===== config.mk =====
export PLATFORM = sky130hd
export DESIGN_NAME = pdrl_power_domain
export DESIGN_NICKNAME = d
export VERILOG_FILES = /design/src/pdrl_power_domain.v /design/src/pdrl_sync2.v
export VERILOG_INCLUDE_DIRS = /design/src /design/src/src
export SDC_FILE = /design/constraint.sdc
export NUM_CORES = 1
export LEC_CHECK = 0
export BUFFER_PORTS_ARGS = -buffer_cell sky130_fd_sc_hd__clkbuf_2
export CAP_MARGIN = 30
export CORE_AREA = 4 4 275 277
export DETAILED_ROUTE_END_ITERATION = 12
export DIE_AREA = 0 0 279 281
export PLACE_DENSITY = 0.8
export SYNTH_ARGS = -nofsm -noshare
export SYNTH_HDL_FRONTEND = slang
export SYNTH_HIERARCHICAL = 1
export SYNTH_SLANG_ARGS = --single-unit

===== constraint.sdc =====
create_clock -name clk_sys -period 2.4 [get_ports clk_sys]
set_input_delay 0.24 -clock clk_sys [delete_from_list [all_inputs] [get_ports clk_sys]]
set_output_delay 0.24 -clock clk_sys [all_outputs]
set_load 0.005 [all_outputs]

===== src/pdrl_defines.vh =====
// Constants for the power domain reset and low-voltage detect block
// What this block does
// - The backup domain is reset only by its own power-on reset or by the software backup reset.
// - Setting the backup soft reset bit resets the whole backup domain.
// - The backup power-on reset holds until the backup supply reports fully powered.
// - The RTC clock comes from the slow RC oscillator, the slow crystal, or the fast crystal divided by 128.
// - With main supply off only the slow crystal counts as a valid RTC source.
// - An RTC alarm match wakes the device from power saving if alarm and event line were enabled before entry.
// - On main supply the tamper pin may be GPIO or RTC and the oscillator pins GPIO or crystal.
// - On battery the tamper pin is RTC only and the oscillator pins are crystal only.
// - The backup supply switches to battery when the power-down reset sees main supply gone.
// - The regulator is on after reset, full in Sleep, on or low power in deep sleep, off in Standby.
// - The power reset resets everything except the backup domain while analogue supply is low.
// - The low-voltage threshold comes from a three-bit field of the power control register.
// - The low-voltage detector works only when enabled, and its flag shows above or below threshold.
// - The detector output drives event line 16, which interrupts on its configured edge when enabled.
// - Backup data registers survive system reset and Standby wake-up.
`ifndef PDRL_DEFINES_VH
`define PDRL_DEFINES_VH
`define PDRL_HIGH_SPEED_CRYSTAL_OSC_DIV 128
`define PDRL_HIGH_SPEED_CRYSTAL_OSC_HALF 6'h3f
`define PDRL_SRC_IRC 2'h1
`define PDRL_SRC_LXT 2'h2
`define PDRL_SRC_HXT 2'h3
`define PDRL_THR_W 3
`define PDRL_THR_RST 3'h0
`define PDRL_EVT_LINE 16
`define PDRL_MODE_RUN 3'h0
`define PDRL_MODE_SLEEP 3'h1
`define PDRL_MODE_DEEP 3'h2
`define PDRL_MODE_STBY 3'h3
`define PDRL_BKP_WORDS 42
`define PDRL_BKP_IDX_W 6
`endif


===== src/pdrl_power_domain.v =====
// Power domain reset, backup supply, RTC source and low-voltage detect
`timescale 1ns/1ps
`default_nettype none
`include "pdrl_defines.vh"
module pdrl_power_domain #(
	parameter BKP_WORDS = `PDRL_BKP_WORDS
) (
	input wire clk_sys,
	input wire rst_n,
	input wire backupSupplyGood,
	input wire analogSupplyGood,
	input wire mainSupplyGood,
	input wire backupSoftResetBit,
	input wire [1:0] rtcSourceSelect,
	input wire internalSlowRcOsc,
	input wire lowSpeedCrystalOsc,
	input wire highSpeedCrystalOsc,
	input wire [2:0] powerMode,
	input wire regLowPower,
	input wire [`PDRL_THR_W-1:0] lowvoltThresholdField,
	input wire lowvoltDetectEnable,
	input wire lowvoltComparator,
	input wire eventRiseEnable,
	input wire eventFallEnable,
	input wire eventLineEnable,
	input wire rtcAlarmMatch,
	input wire rtcAlarmEnable,
	input wire rtcEventEnable,
	input wire tamperWantGpio,
	input wire slowOscWantGpio,
	input wire bkpWrite,
	input wire [`PDRL_BKP_IDX_W-1:0] bkpIndex,
	input wire [15:0] bkpWriteData,
	output reg [15:0] bkpReadData,
	output reg backupDomainReset,
	output reg powerResetOut,
	output reg onBattery,
	output reg rtcClock,
	output reg rtcClockValid,
	output reg tamperRtcPinGpio,
	output reg slowOscPinsGpio,
	output reg regulatorOn,
	output reg regulatorLowPower,
	output reg [`PDRL_THR_W-1:0] lowvoltThresholdOut,
	output reg lowvoltStatusFlag,
	output reg eventLine16,
	output reg eventInterrupt,
	output reg wakeRequest
);
////////////////////////////////////////////////////////////////////////
// Synchronisers for asynchronous inputs
wire bkpGoodSync;
wire anaGoodSync;
wire mainGoodSync;
wire lvdSync;
wire lscSync;
wire ircSync;
wire hxtSync;
wire alarmSync;

// Backup supply sync belongs to the backup domain, no system reset
pdrl_sync2 uBkp (
	.clk_sys(clk_sys),
	.rst_n(1'b1),
	.din(backupSupplyGood),
	.dout(bkpGoodSync)
);
// Supply syncs reset to good, so no false loss after reset
pdrl_sync2 #(
	.RST_VAL(1'b1)
) uAna (
	.clk_sys(clk_sys),
	.rst_n(rst_n),
	.din(analogSupplyGood),
	.dout(anaGoodSync)
);
pdrl_sync2 #(
	.RST_VAL(1'b1)
) uMain (
	.clk_sys(clk_sys),
	.rst_n(rst_n),
	.din(mainSupplyGood),
	.dout(mainGoodSync)
);
pdrl_sync2 uLvd (
	.clk_sys(clk_sys),
	.rst_n(rst_n),
	.din(lowvoltComparator),
	.dout(lvdSync)
);
pdrl_sync2 uLsc (
	.clk_sys(clk_sys),
	.rst_n(rst_n),
	.din(lowSpeedCrystalOsc),
	.dout(lscSync)
);
pdrl_sync2 uIrc (
	.clk_sys(clk_sys),
	.rst_n(rst_n),
	.din(internalSlowRcOsc),
	.dout(ircSync)
);
pdrl_sync2 uHxt (
	.clk_sys(clk_sys),
	.rst_n(rst_n),
	.din(highSpeedCrystalOsc),
	.dout(hxtSync)
);
pdrl_sync2 uAlm (
	.clk_sys(clk_sys),
	.rst_n(rst_n),
	.din(rtcAlarmMatch),
	.dout(alarmSync)
);

////////////////////////////////////////////////////////////////////////
// Backup domain reset, only from its own supply or software
wire next_backupDomainReset = !bkpGoodSync || backupSoftResetBit;
always @(posedge clk_sys) begin
	backupDomainReset <= next_backupDomainReset;
end

////////////////////////////////////////////////////////////////////////
// Power reset and backup supply switch
always @(posedge clk_sys) begin
	if (!rst_n) begin
		powerResetOut <= 1'b1;
		onBattery <= 1'b0;
	end else begin
		powerResetOut <= !anaGoodSync;
		onBattery <= !mainGoodSync;
	end
end

////////////////////////////////////////////////////////////////////////
// RTC clock source, fast crystal divided by 128
reg hxtPrev;
reg [5:0] hxtCount;
reg hxtDiv;
always @(posedge clk_sys) begin
	if (!rst_n) begin
		hxtPrev <= 1'b0;
		hxtCount <= 6'h00;
		hxtDiv <= 1'b0;
	end else begin
		hxtPrev <= hxtSync;
		if (hxtSync && !hxtPrev) begin
			if (hxtCount == `PDRL_HIGH_SPEED_CRYSTAL_OSC_HALF) begin
				hxtCount <= 6'h00;
				hxtDiv <= !hxtDiv;
			end else begin
				hxtCount <= hxtCount + 6'h01;
			end
		end
	end
end
reg next_rtcClock;
reg next_rtcValid;
always @* begin
	next_rtcClock = 1'b0;
	next_rtcValid = 1'b0;
	case (rtcSourceSelect)
	`PDRL_SRC_IRC: begin
		next_rtcClock = ircSync;
		next_rtcValid = !onBattery;
	end
	`PDRL_SRC_LXT: begin
		next_rtcClock = lscSync;
		next_rtcValid = 1'b1;
	end
	`PDRL_SRC_HXT: begin
		next_rtcClock = hxtDiv;
		next_rtcValid = !onBattery;
	end
	default: begin
		next_rtcClock = 1'b0;
		next_rtcValid = 1'b0;
	end
	endcase
end
always @(posedge clk_sys) begin
	if (!rst_n) begin
		rtcClock <= 1'b0;
		rtcClockValid <= 1'b0;
	end else begin
		rtcClock <= next_rtcClock;
		rtcClockValid <= next_rtcValid;
	end
end

////////////////////////////////////////////////////////////////////////
// Pin function limits under battery supply
always @(posedge clk_sys) begin
	if (!rst_n) begin
		tamperRtcPinGpio <= 1'b0;
		slowOscPinsGpio <= 1'b0;
	end else begin
		tamperRtcPinGpio <= tamperWantGpio && !onBattery;
		slowOscPinsGpio <= slowOscWantGpio && !onBattery;
	end
end

////////////////////////////////////////////////////////////////////////
// Regulator state per power mode
always @(posedge clk_sys) begin
	if (!rst_n) begin
		regulatorOn <= 1'b1;
		regulatorLowPower <= 1'b0;
	end else begin
		case (powerMode)
		`PDRL_MODE_SLEEP: begin
			regulatorOn <= 1'b1;
			regulatorLowPower <= 1'b0;
		end
		`PDRL_MODE_DEEP: begin
			regulatorOn <= 1'b1;
			regulatorLowPower <= regLowPower;
		end
		`PDRL_MODE_STBY: begin
			regulatorOn <= 1'b0;
			regulatorLowPower <= 1'b0;
		end
		default: begin
			regulatorOn <= 1'b1;
			regulatorLowPower <= 1'b0;
		end
		endcase
	end
end

////////////////////////////////////////////////////////////////////////
// Alarm wake-up, armed on entry so enables set later do not count
reg armedAlarm;
reg inSaving;
always @(posedge clk_sys) begin
	if (!rst_n) begin
		armedAlarm <= 1'b0;
		inSaving <= 1'b0;
		wakeRequest <= 1'b0;
	end else begin
		if (powerMode == `PDRL_MODE_RUN) begin
			inSaving <= 1'b0;
			armedAlarm <= 1'b0;
		end else if (!inSaving) begin
			inSaving <= 1'b1;
			armedAlarm <= rtcAlarmEnable && rtcEventEnable;
		end
		wakeRequest <= inSaving && armedAlarm && alarmSync;
	end
end

////////////////////////////////////////////////////////////////////////
// Low-voltage detector, flag and event line 16
reg lvdPrev;
wire lvdActive = lowvoltDetectEnable && lvdSync;
wire lvdRise = lvdActive && !lvdPrev;
wire lvdFall = !lvdActive && lvdPrev;
always @(posedge clk_sys) begin
	if (!rst_n) begin
		lowvoltThresholdOut <= `PDRL_THR_RST;
		lowvoltStatusFlag <= 1'b0;
		eventLine16 <= 1'b0;
		eventInterrupt <= 1'b0;
		lvdPrev <= 1'b0;
	end else begin
		lowvoltThresholdOut <= lowvoltThresholdField;
		lowvoltStatusFlag <= lvdActive;
		eventLine16 <= lvdActive;
		lvdPrev <= lvdActive;
		eventInterrupt <= eventLineEnable &&
			((eventRiseEnable && lvdRise) ||
			(eventFallEnable && lvdFall));
	end
end

////////////////////////////////////////////////////////////////////////
// Backup data, cleared only by backup domain reset
function bkpInRange;
	input [`PDRL_BKP_IDX_W-1:0] idx;
	begin
		bkpInRange = idx < BKP_WORDS;
	end
endfunction

reg [15:0] bkpMem [0:BKP_WORDS-1];
integer i;
// Writes in backup reset or out of range are dropped
always @(posedge clk_sys) begin
	if (backupDomainReset) begin
		for (i = 0; i < BKP_WORDS; i = i + 1) begin
			bkpMem[i] <= 16'h0000;
		end
	end else if (bkpWrite && bkpInRange(bkpIndex)) begin
		bkpMem[bkpIndex] <= bkpWriteData;
	end
end

always @(posedge clk_sys) begin
	if (!rst_n) begin
		bkpReadData <= 16'h0000;
	end else if (bkpInRange(bkpIndex)) begin
		bkpReadData <= bkpMem[bkpIndex];
	end else begin
		bkpReadData <= 16'h0000;
	end
end
endmodule // pdrl_power_domain
`default_nettype wire


===== src/pdrl_sync2.v =====
// Two-flop synchroniser
`timescale 1ns/1ps
`default_nettype none
module pdrl_sync2 #(
	parameter [0:0] RST_VAL = 1'b0
) (
	input wire clk_sys,
	input wire rst_n,
	input wire din,
	output reg dout
);
reg stage1;
always @(posedge clk_sys) begin
	if (!rst_n) begin
		stage1 <= RST_VAL;
		dout <= RST_VAL;
	end else begin
		stage1 <= din;
		dout <= stage1;
	end
end
endmodule // pdrl_sync2
`default_nettype wire

# ---- After elaboration in Yosys (flattened, before gate mapping)
# Memory sizes are Yosys's and may differ from the RTL's. A register that Yosys moved wholly into a read port is not among the register bits.
# Index checks and enable logic that the tools add are counted.
dict set report classes {
  addsub 1
  order_cmp 1
  n_eq_ne 6
  n_mux 13
  bitwise_logic 1
  reduce_logical 31
}
# cell count
set op_table {}
lappend op_table {{16-bit two-way mux} 1}
lappend op_table {{16-bit OR reduction} 1}
lappend op_table {{1-bit logical AND} 13}
lappend op_table {{6-bit two-way mux} 2}
lappend op_table {{1-bit zero test} 9}
lappend op_table {{1-bit two-way mux} 8}
lappend op_table {{6-bit by 1-bit adder with 6-bit output (second input constant)} 1}
lappend op_table {{3-bit by 2-bit == test with 1-bit output (second input constant)} 2}
lappend op_table {{6-bit == test (second input constant)} 1}
lappend op_table {{6-bit less-than comparator (second input constant)} 1}
lappend op_table {{2-bit AND reduction} 3}
lappend op_table {{2-bit == test (second input constant)} 2}
lappend op_table {{2-bit OR reduction} 2}
lappend op_table {{3-bit zero test} 1}
lappend op_table {{1-bit one-hot mux with 3 select lines} 1}
lappend op_table {{2-bit by 1-bit == test with 1-bit output (second input constant)} 1}
lappend op_table {{1-bit logical OR} 2}
lappend op_table {{1-bit one-hot mux with 2 select lines} 1}
lappend op_table {{1-bit NOT} 1}
dict set report word_totals {
  regBits 41
  ram_bits 672
  input_bits 51
  elab_cells 88
  n_memories 1
}
# name words width rd rd_ports_with_merged_regs write_ports line
set memory_table {}
lappend memory_table {bkpMem 42 16 1 1 42 pdrl_power_domain.v:285} ;# reg [15:0] bkpMem [0:BKP_WORDS-1];

# ---- Longest topological paths before layout
# Gate-level depths: netlist of run 1.
dict set report logic_depth {
  word_depth 7
  mapped_depth 10
  mapped_depth_nobuf 6
}

# ---- Cells and area by module
# The synthesis of run 1 kept the hierarchy.
# module instances cells_per_inst area_each_um2 seq_area_each_um2
set modules_own_cells {}
lappend modules_own_cells {pdrl_power_domain 1 2922 45496.1 31570.3}
lappend modules_own_cells {pdrl_sync2 8 4 52.6 40.0}

# ---- Worst setup path after synthesis of run 1
# No wires, ideal clock.
dict set report synth_path {
  path_kind {input port to flip-flop}
  from {input bkpIndex[2]}
  to {memory bkpMem[40][0] (enable)}
  arrival_ps 1758
  required_ps 2033
  setup_slack_ps 275
  path_stages 8
  path_cell_list {buf_6 -> o21a_1 -> o21ai_2 -> and3b_1 -> buf_4 -> buf_8 -> clkbuf_1 -> a21o_1}
}
# item line
set synth_rtl {}
lappend synth_rtl {{start, declared} pdrl_power_domain.v:32} ;# input wire [`PDRL_BKP_IDX_W-1:0] bkpIndex,
lappend synth_rtl {{end, declared} pdrl_power_domain.v:285}

# ---- Worst setup path in the final report of run 1
dict set report layout_path {
  from {register backupDomainReset}
  to {output backupDomainReset}
}
# item line
set layout_rtl {}
lappend layout_rtl {{start, declared} pdrl_power_domain.v:35} ;# output reg backupDomainReset,
lappend layout_rtl {{start signal, assigned} pdrl_power_domain.v:120} ;# backupDomainReset <= next_backupDomainReset;
# No word-level cell between the ends.

==> results_dict.tcl, run 1 <==
set metrics [dict create \
    wl_met2_mm 57.2 \
    routed_wl_mm 118 \
    synth_top_area_share_pct 67.0 \
    synth_top_area_cell "edfxtp_1" \
    num_rows 99 \
    postCtsSetupRepairBufs 0 \
    period_minus_slack_ns 2.06 \
    clockBufferDepth 3 \
    grt_pass1_wl_mm 176 \
    hold_violations 0 \
    crit_arrival_ns 1.82 \
    dp_hpwl_mm 74.1 \
    gr-usage-all-layers_pct 30.4 \
    remaining_drc_errors 0 \
    whs_path_depth 1 \
    hold_slack_ns 0.0506 \
    finalPower_mw 41.4 \
    ys_seq_elements 1081 \
    die_x_um 279 \
    synth_edf_count 1024 \
    fin_cells 4575 \
    m1WireLength_mm 41.2 \
    drt_pass1_iterations 6 \
    overflow 0 \
    cp_top_family "buffers and inverters" \
    cp_num_cells 2 \
    reg2reg_depth 6 \
    gp_congestion 0.913 \
    ioPinCount 83 \
    p_leak_nw 21.4 \
    synth_most_common_cell "edfxtp_1" \
    portBuffers 82 \
    clkTransAtPathRegs_ns 0.06 \
    avgRoutedWirePerCell_um 25.8 \
    cp.buffers_inverters 2 \
    fmax_mhz 486 \
    ant_nets 0 \
    syn_area_um2 45900 \
    synth_cells 2954 \
    synthFlopType "edfxtp_1" \
    crit_chain "buf_4, clkbuf_2" \
    finClkSkew_ns 0.0238 \
    nNetsFinal 3569 \
    maxCapViolCount 0 \
    synth_area_leaders "edfxtp_1 (67%), and2_1 (9.3%), mux4_2 (5.5%)" \
    numPlacedInstances 4336 \
    antenna_found_initial 10 \
    vias_per_cell 6.15 \
    async_flop_share_pct 0 \
    clock_latency_ns 0.68 \
    numCtsBuffers 107 \
    syn2layout_area_growth_pct 18.0 \
    status "completed" \
    yosys_warnings 6 \
    synth_seq_area_share_pct 69.5 \
    cts_tree "done" \
    crit_path_end_kind "primary output" \
    grt_pass1_vias 28820 \
    core-area_um2 72800 \
    cp-start-kind "flop" \
    crit_type "reg -> out" \
    synth_common_cells "edfxtp_1 (1024), and2_1 (679), a22oi_1 (146)" \
    num_vias 28146 \
    rsz0062_at_grt "false" \
    finalSetupViolCount 0 \
    fin_crit_sh_pct 85.7 \
    required_ns 2.16 \
    relSlewSlack_pct 27.5 \
    grt_max_degree 97 \
    dr_wl_met3_mm 13.7 \
    crit_slowest_cell "buf_4" \
    min_path_type "in -> reg" \
    start_util_pct 63.0 \
    fin_tns_setup_ns 0 \
    drtIter0Drc 3894 \
    fp.dieH_um 281 \
    power_density_nw_per_um2 764 \
    drive_gt1_share_pct 19.7 \
    worst-path-max-fanout 43 \
    htreeDepth 3 \
    syn_area_per_cell_um2 15.5 \
    cts_root_buf "clkbuf_16" \
    slew_viol_final 0 \
    ir_drop_v 0.000828 \
    synth_cell_type_count 72 \
    dr.max_layer_used "met5" \
    max_stage_delay_ns 0.49 \
    clock_sinks 1081 \
    die_area_um2 78400 \
    tightest_slew_ns 1.09 \
]
==> metal layers <==
layer,GRT usage [%],vias to the layer above
met4,13.6,2
met2,49.7,1865
met1,39.5,13942
met3,6.97,382
met5,0,-
li1,-,11955
==> path summary, 6_finish.rpt <==
kind              slack, ns                end               from
setup / recovery       0.34  backupDomainReset  backupDomainReset
hold / removal         0.05     bkpMem[52][11]   bkpWriteData[11]
setup reg to reg       0.43      bkpMem[1][11]  backupDomainReset
hold reg to reg        0.37      powerResetOut          uAna/dout
==> final cells by class <==
type | instances | area [µm²]
sequential | 1081 | 31900
fill | 4281 | 18700
multi-input combinational | 1982 | 14100
timing repair buffer | 344 | 3270
clock buffer | 145 | 3000
tap | 959 | 1200
clock inverter | 59 | 672
antenna | 4 | 10.0
inverter | 1 | 6.26
==> through the flow <==
| step | util (%) | worst slack [ns] | cell area [µm²] |
|---|---|---|---|
| floorplan | - | 0.275 | 47200 |
| global placement | 68.9 | -0.133 | 50200 |
| detailed placement | 68.9 | -0.221 | 50200 |
| CTS | 74.3 | 0.347 | 54100 |
| global route | 74.4 | 0.300 | 54200 |
| finish | 74.4 | 0.343 | 54200 |
==> cell usage in the layout (no fill, tap or decap), types with 80 or more instances in the layout <==
cell          n
a22oi_1     146
conb_1      354
mux2i_1      82
nand2_1      96
buf_4       169
clkbuf_2     80
mux4_2      112
and2_1      678
clkbuf_16   108
edfxtp_1   1024
==> worst reg2reg max path: cells and delay by family (launching register included) <==
kind	cells	cell delay (ns)
flops	1	0.37
buf+inv	2	0.36
simple gates	4	0.96
==> sequential cells by signal, indices dropped and copies added (netlist names), 3 cells and up <==
name,cells
bkpReadData,16
hxtCount,6
lowvoltThresholdOut,3
bkpMem,1024
==> power breakdown <==
part | leakage (nW) | switching (mW) | internal (mW)
registers | 12.0 | 0.257 | 21.4
logic | 7.67 | 1.53 | 0.897
clock network | 1.81 | 7.07 | 10.3
==> logic make-up (layout without fill, tap and decap cells) <==
| family | count (synthesis) | after routing | synth area share (%) |
|---|---|---|---|
| AO/OA/AOI/OAI | 419 | 419 | 6.73 |
| XOR/XNOR | 6 | 6 | 0.114 |
| adder cells (fa/ha/maj) | 1 | 1 | 0.0272 |
| buffers and inverters | 243 | 549 | 2.70 |
| flip-flops | 1081 | 1081 | 69.5 |
| multiplexers | 203 | 203 | 7.50 |
| other | 2 | 358 | 0.0164 |
| AND/OR/NAND/NOR | 999 | 999 | 13.5 |
==> repair_timing <==
action / in CTS / in global routing
resized for setup: 0 / 0
hold endpoints to repair: 24 / 3
hold buffers: 28 / 1
No activity file was read; power rests on OpenSTA's default activity.
==> run 2: changes to the inputs <==
--- a/config.mk
+++ b/config.mk
@@ -6,13 +6,14 @@
 export SDC_FILE = /design/constraint.sdc
 export NUM_CORES = 1
 export LEC_CHECK = 0
+export ABC_AREA = 1
 export BUFFER_PORTS_ARGS = -buffer_cell sky130_fd_sc_hd__clkbuf_2
 export CAP_MARGIN = 30
-export CORE_AREA = 4 4 275 277
+export CORE_AREA = 4 4 283 285
+export CTS_CLUSTER_SIZE = 16
 export DETAILED_ROUTE_END_ITERATION = 12
-export DIE_AREA = 0 0 279 281
-export PLACE_DENSITY = 0.8
+export DIE_AREA = 0 0 287 289
+export PLACE_DENSITY = 0.79
 export SYNTH_ARGS = -nofsm -noshare
 export SYNTH_HDL_FRONTEND = slang
-export SYNTH_HIERARCHICAL = 1
 export SYNTH_SLANG_ARGS = --single-unit
==> run 2 against run 1 <==
Net effect:
- register-to-register slack hardly changed
- routed wire length up 4.3%
- setup slack better by 0.088 ns
- global-route usage shrank 0.45 points
- first-iteration DRC count increased by 8.9%
- die area rose by 5.8%
- sequential share of layout area decreased by 3.0 points
- clock skew rose by 0.0053 ns
- total power rose by 2.0%
- count of clock-buffer cells in the layout increased by 4
- largest cell class unchanged
- largest power group unchanged
- highest routed layer is now met4
==> results_dict.tcl, run 2 <==
set metrics [dict create \
    grt_pass1_vias 35175 \
    postCtsSetupRepairBufs 0 \
    cts_hold_buf 30 \
    cp-start-kind "primary input" \
    diodes 0 \
    die_area_um2 82900 \
    synth_edf_count 1024 \
    synth_top_area_share_pct 63.3 \
    min_from "bkpWriteData[6]" \
    synth_most_common_cell "nand2_1" \
    p_sw_mw 9.63 \
    cts_resized 0 \
    clock_sinks 1081 \
    remaining_drc_errors 0 \
    clkPwrFrac_pct 39.5 \
    finalSetupViolCount 0 \
    crit_chain "buf_8, inv_8, buf_12, buf_4, nand2_1, nand3_1, nand2_1, o21ai_0, nand2_1, nor2_1, a21oi_1" \
    syn2layout_area_growth_pct 17.4 \
    switching_share_pct 22.8 \
    r2r-start "bkpMem[56][5]" \
    gp_congestion 0.892 \
    drtIter0Drc 4241 \
    power_density_nw_per_um2 740 \
    crit_path_end_kind "flop" \
    synthFlopType "edfxtp_1" \
    whs_endpoint "bkpMem[60][6]" \
    drive_gt1_share_pct 11.7 \
    fmax_mhz 508 \
    ioPinCount 83 \
    synth_cells 5115 \
    clockBufferDepth 3 \
    yosys_warnings 0 \
    cts_tree "done" \
    cp_num_cells 11 \
    synth_cell_type_count 35 \
    crit_arrival_ns 2.48 \
    synth_area_leaders "edfxtp_1 (63%), nand2_1 (9.4%), inv_1 (6.4%)" \
    hold_violations 0 \
    portBuffers 82 \
    syn_area_per_cell_um2 9.50 \
    htreeDepth 3 \
    reg.largest.list "bkpMem x1024, bkpReadData x16, hxtCount x6" \
    routed_wl_mm 123 \
    fill_cells 5093 \
    grt_pass1_wl_mm 190 \
    max_stage_delay_ns 0.41 \
    required_ns 2.91 \
    reg2reg_depth 7 \
    crit_slowest_cell "o21ai_0" \
    num_vias 35907 \
    grt_max_degree 94 \
    whs_path_depth 2 \
    start_util_pct 62.9 \
    cp_top_family "buffers and inverters" \
    maxCapViolCount 0 \
    period_minus_slack_ns 1.97 \
    core-area_um2 77300 \
    ir_drop_v 0.000561 \
    cts_root_buf "clkbuf_16" \
    async_flop_share_pct 0 \
    largest_reg_flops 1024 \
    dp_hpwl_mm 76.2 \
    synth_top_area_cell "edfxtp_1" \
    min_path_type "in -> reg" \
    die_x_um 287 \
    hold_slack_ns 0.0401 \
    layout_commonest_cell "nand2_1" \
    drt_pass1_iterations 6 \
    p_comb_share_pct 8.2 \
    r2r-end "bkpReadData[5]" \
    gr-usage-all-layers_pct 29.9 \
    final_cell_mix "nand2_1 (1218), edfxtp_1 (1024), inv_1 (830), nor2_1 (823), nand3_1 (432)" \
    finClkSkew_ns 0.0291 \
    num_rows 102 \
    clkTransAtPathRegs_ns 0.06 \
    fp.dieH_um 289 \
    ys_seq_elements 1081 \
    antenna_found_initial 0 \
    worst-path-max-fanout 57 \
    clock_latency_ns 0.67 \
    overflow 0 \
    synth_seq_area_share_pct 65.6 \
    intPower_mw 32.6 \
    crit_type "in -> reg" \
    ant_nets 0 \
    synth_common_cells "nand2_1 (1219), edfxtp_1 (1024), inv_1 (830)" \
    top_register "bkpMem" \
    relSlewSlack_pct 37.2 \
    cp.buffers_inverters 4 \
    rsz0062_at_grt "false" \
    numCtsBuffers 106 \
    status "completed" \
    seq_power_share_pct 52.3 \
    fin_crit_sh_pct 82.0 \
    fin_tns_setup_ns 0 \
    reg2reg_slack_ns 0.43 \
    syn_area_um2 48600 \
    nNetsFinal 5686 \
    p_leak_nw 26.4 \
    vias_per_cell 5.31 \
    avgRoutedWirePerCell_um 18.2 \
    slew_viol_final 0 \
    tightest_slew_ns 0.932 \
    path_common_cell "nand2_1" \
]
## run 2: cell count changes in the layout (fill, tap and decap cells not counted), moves of 27 or more
| cell | change |
|---|---|
| a31oi_1 | -30 |
| mux2i_1 | -82 |
| o21ai_0 | +129 |
| nand2_1 | +1122 |
| or2_2 | +74 |
| inv_1 | +830 |
| and2_1 | -678 |
| a22oi_1 | -146 |
| nand2_2 | +27 |
| nand3_1 | +402 |
| a221oi_1 | -31 |
| mux4_2 | -112 |
| nor2_1 | +793 |
## run 2: final cells by class
class	count	area, µm²	area share (%)
clock buffers	149	3030	5.31
clock inverters	48	468	0.820
inverters	853	3210	5.62
multi-input cells	3232	13700	23.9
flip-flops and latches	1081	31900	55.9
well taps	1040	1300	2.28
repair buffers	360	3530	6.19
## run 2: cell families after synthesis
group	count (synthesis)	synth area share [%]
xor+xnor	3	0.0541
simple gates	2654	22.8
compound gates	222	2.46
buf+inv	1153	9.10
other cells	1	0.00771
fa+ha+maj	1	0.0257
flops	1081	65.6
## run 2: power by group through the flow
stage	sequential [mW]	clock, mW	combinational, mW
final	22.1	16.7	3.47
after global routing	22.2	17.6	3.81
after detailed placement	22.5	0	3.33
after global placement	22.4	0	3.24
after floorplan	22.4	0	1.94
after CTS	22.1	16.8	3.41
## run 2: routing by layer
| metal | track usage, % | share of wire, % | vias up |
|---|---|---|---|
| li1 | - | - | 16788 |
| met1 | 38.4 | 36 | 16869 |
| met2 | 50.3 | 49 | 1837 |
| met3 | 5.34 | 10 | 413 |
| met4 | 13.6 | 4.7 | 0 |
| met5 | 0 | 0 | - |
## run 2: metrics by stage
| step | worst slack [ns] | power [mW] | instance area [µm²] | utilization [%] | std cells |
|---|---|---|---|---|---|
| after floorplan | 0.0861 | 24.3 | 49900 | - | 5466 |
| after global placement | -0.0929 | 25.7 | 53300 | 68.9 | 6536 |
| after detailed placement | -0.0977 | 25.8 | 53300 | 68.9 | 6536 |
| after CTS | 0.504 | 42.3 | 57100 | 73.8 | 6763 |
| after global routing | 0.385 | 43.6 | 57100 | 73.8 | 6763 |
| final | 0.431 | 42.2 | 57100 | 73.8 | 6763 |
## run 2: how the worst max path moves through the flow
stage | start | endpoint | slack (ns)
global route | bkpMem[15][9] | bkpReadData[9] | 0.39
finish | bkpIndex[0] | bkpReadData[14] | 0.43
global placement | bkpIndex[0] | bkpReadData[9] | -0.09
floorplan | bkpIndex[5] | bkpMem[16][0] | 0.09
CTS | backupDomainReset | bkpMem[35][4] | 0.50
detailed placement | bkpIndex[0] | bkpReadData[5] | -0.1
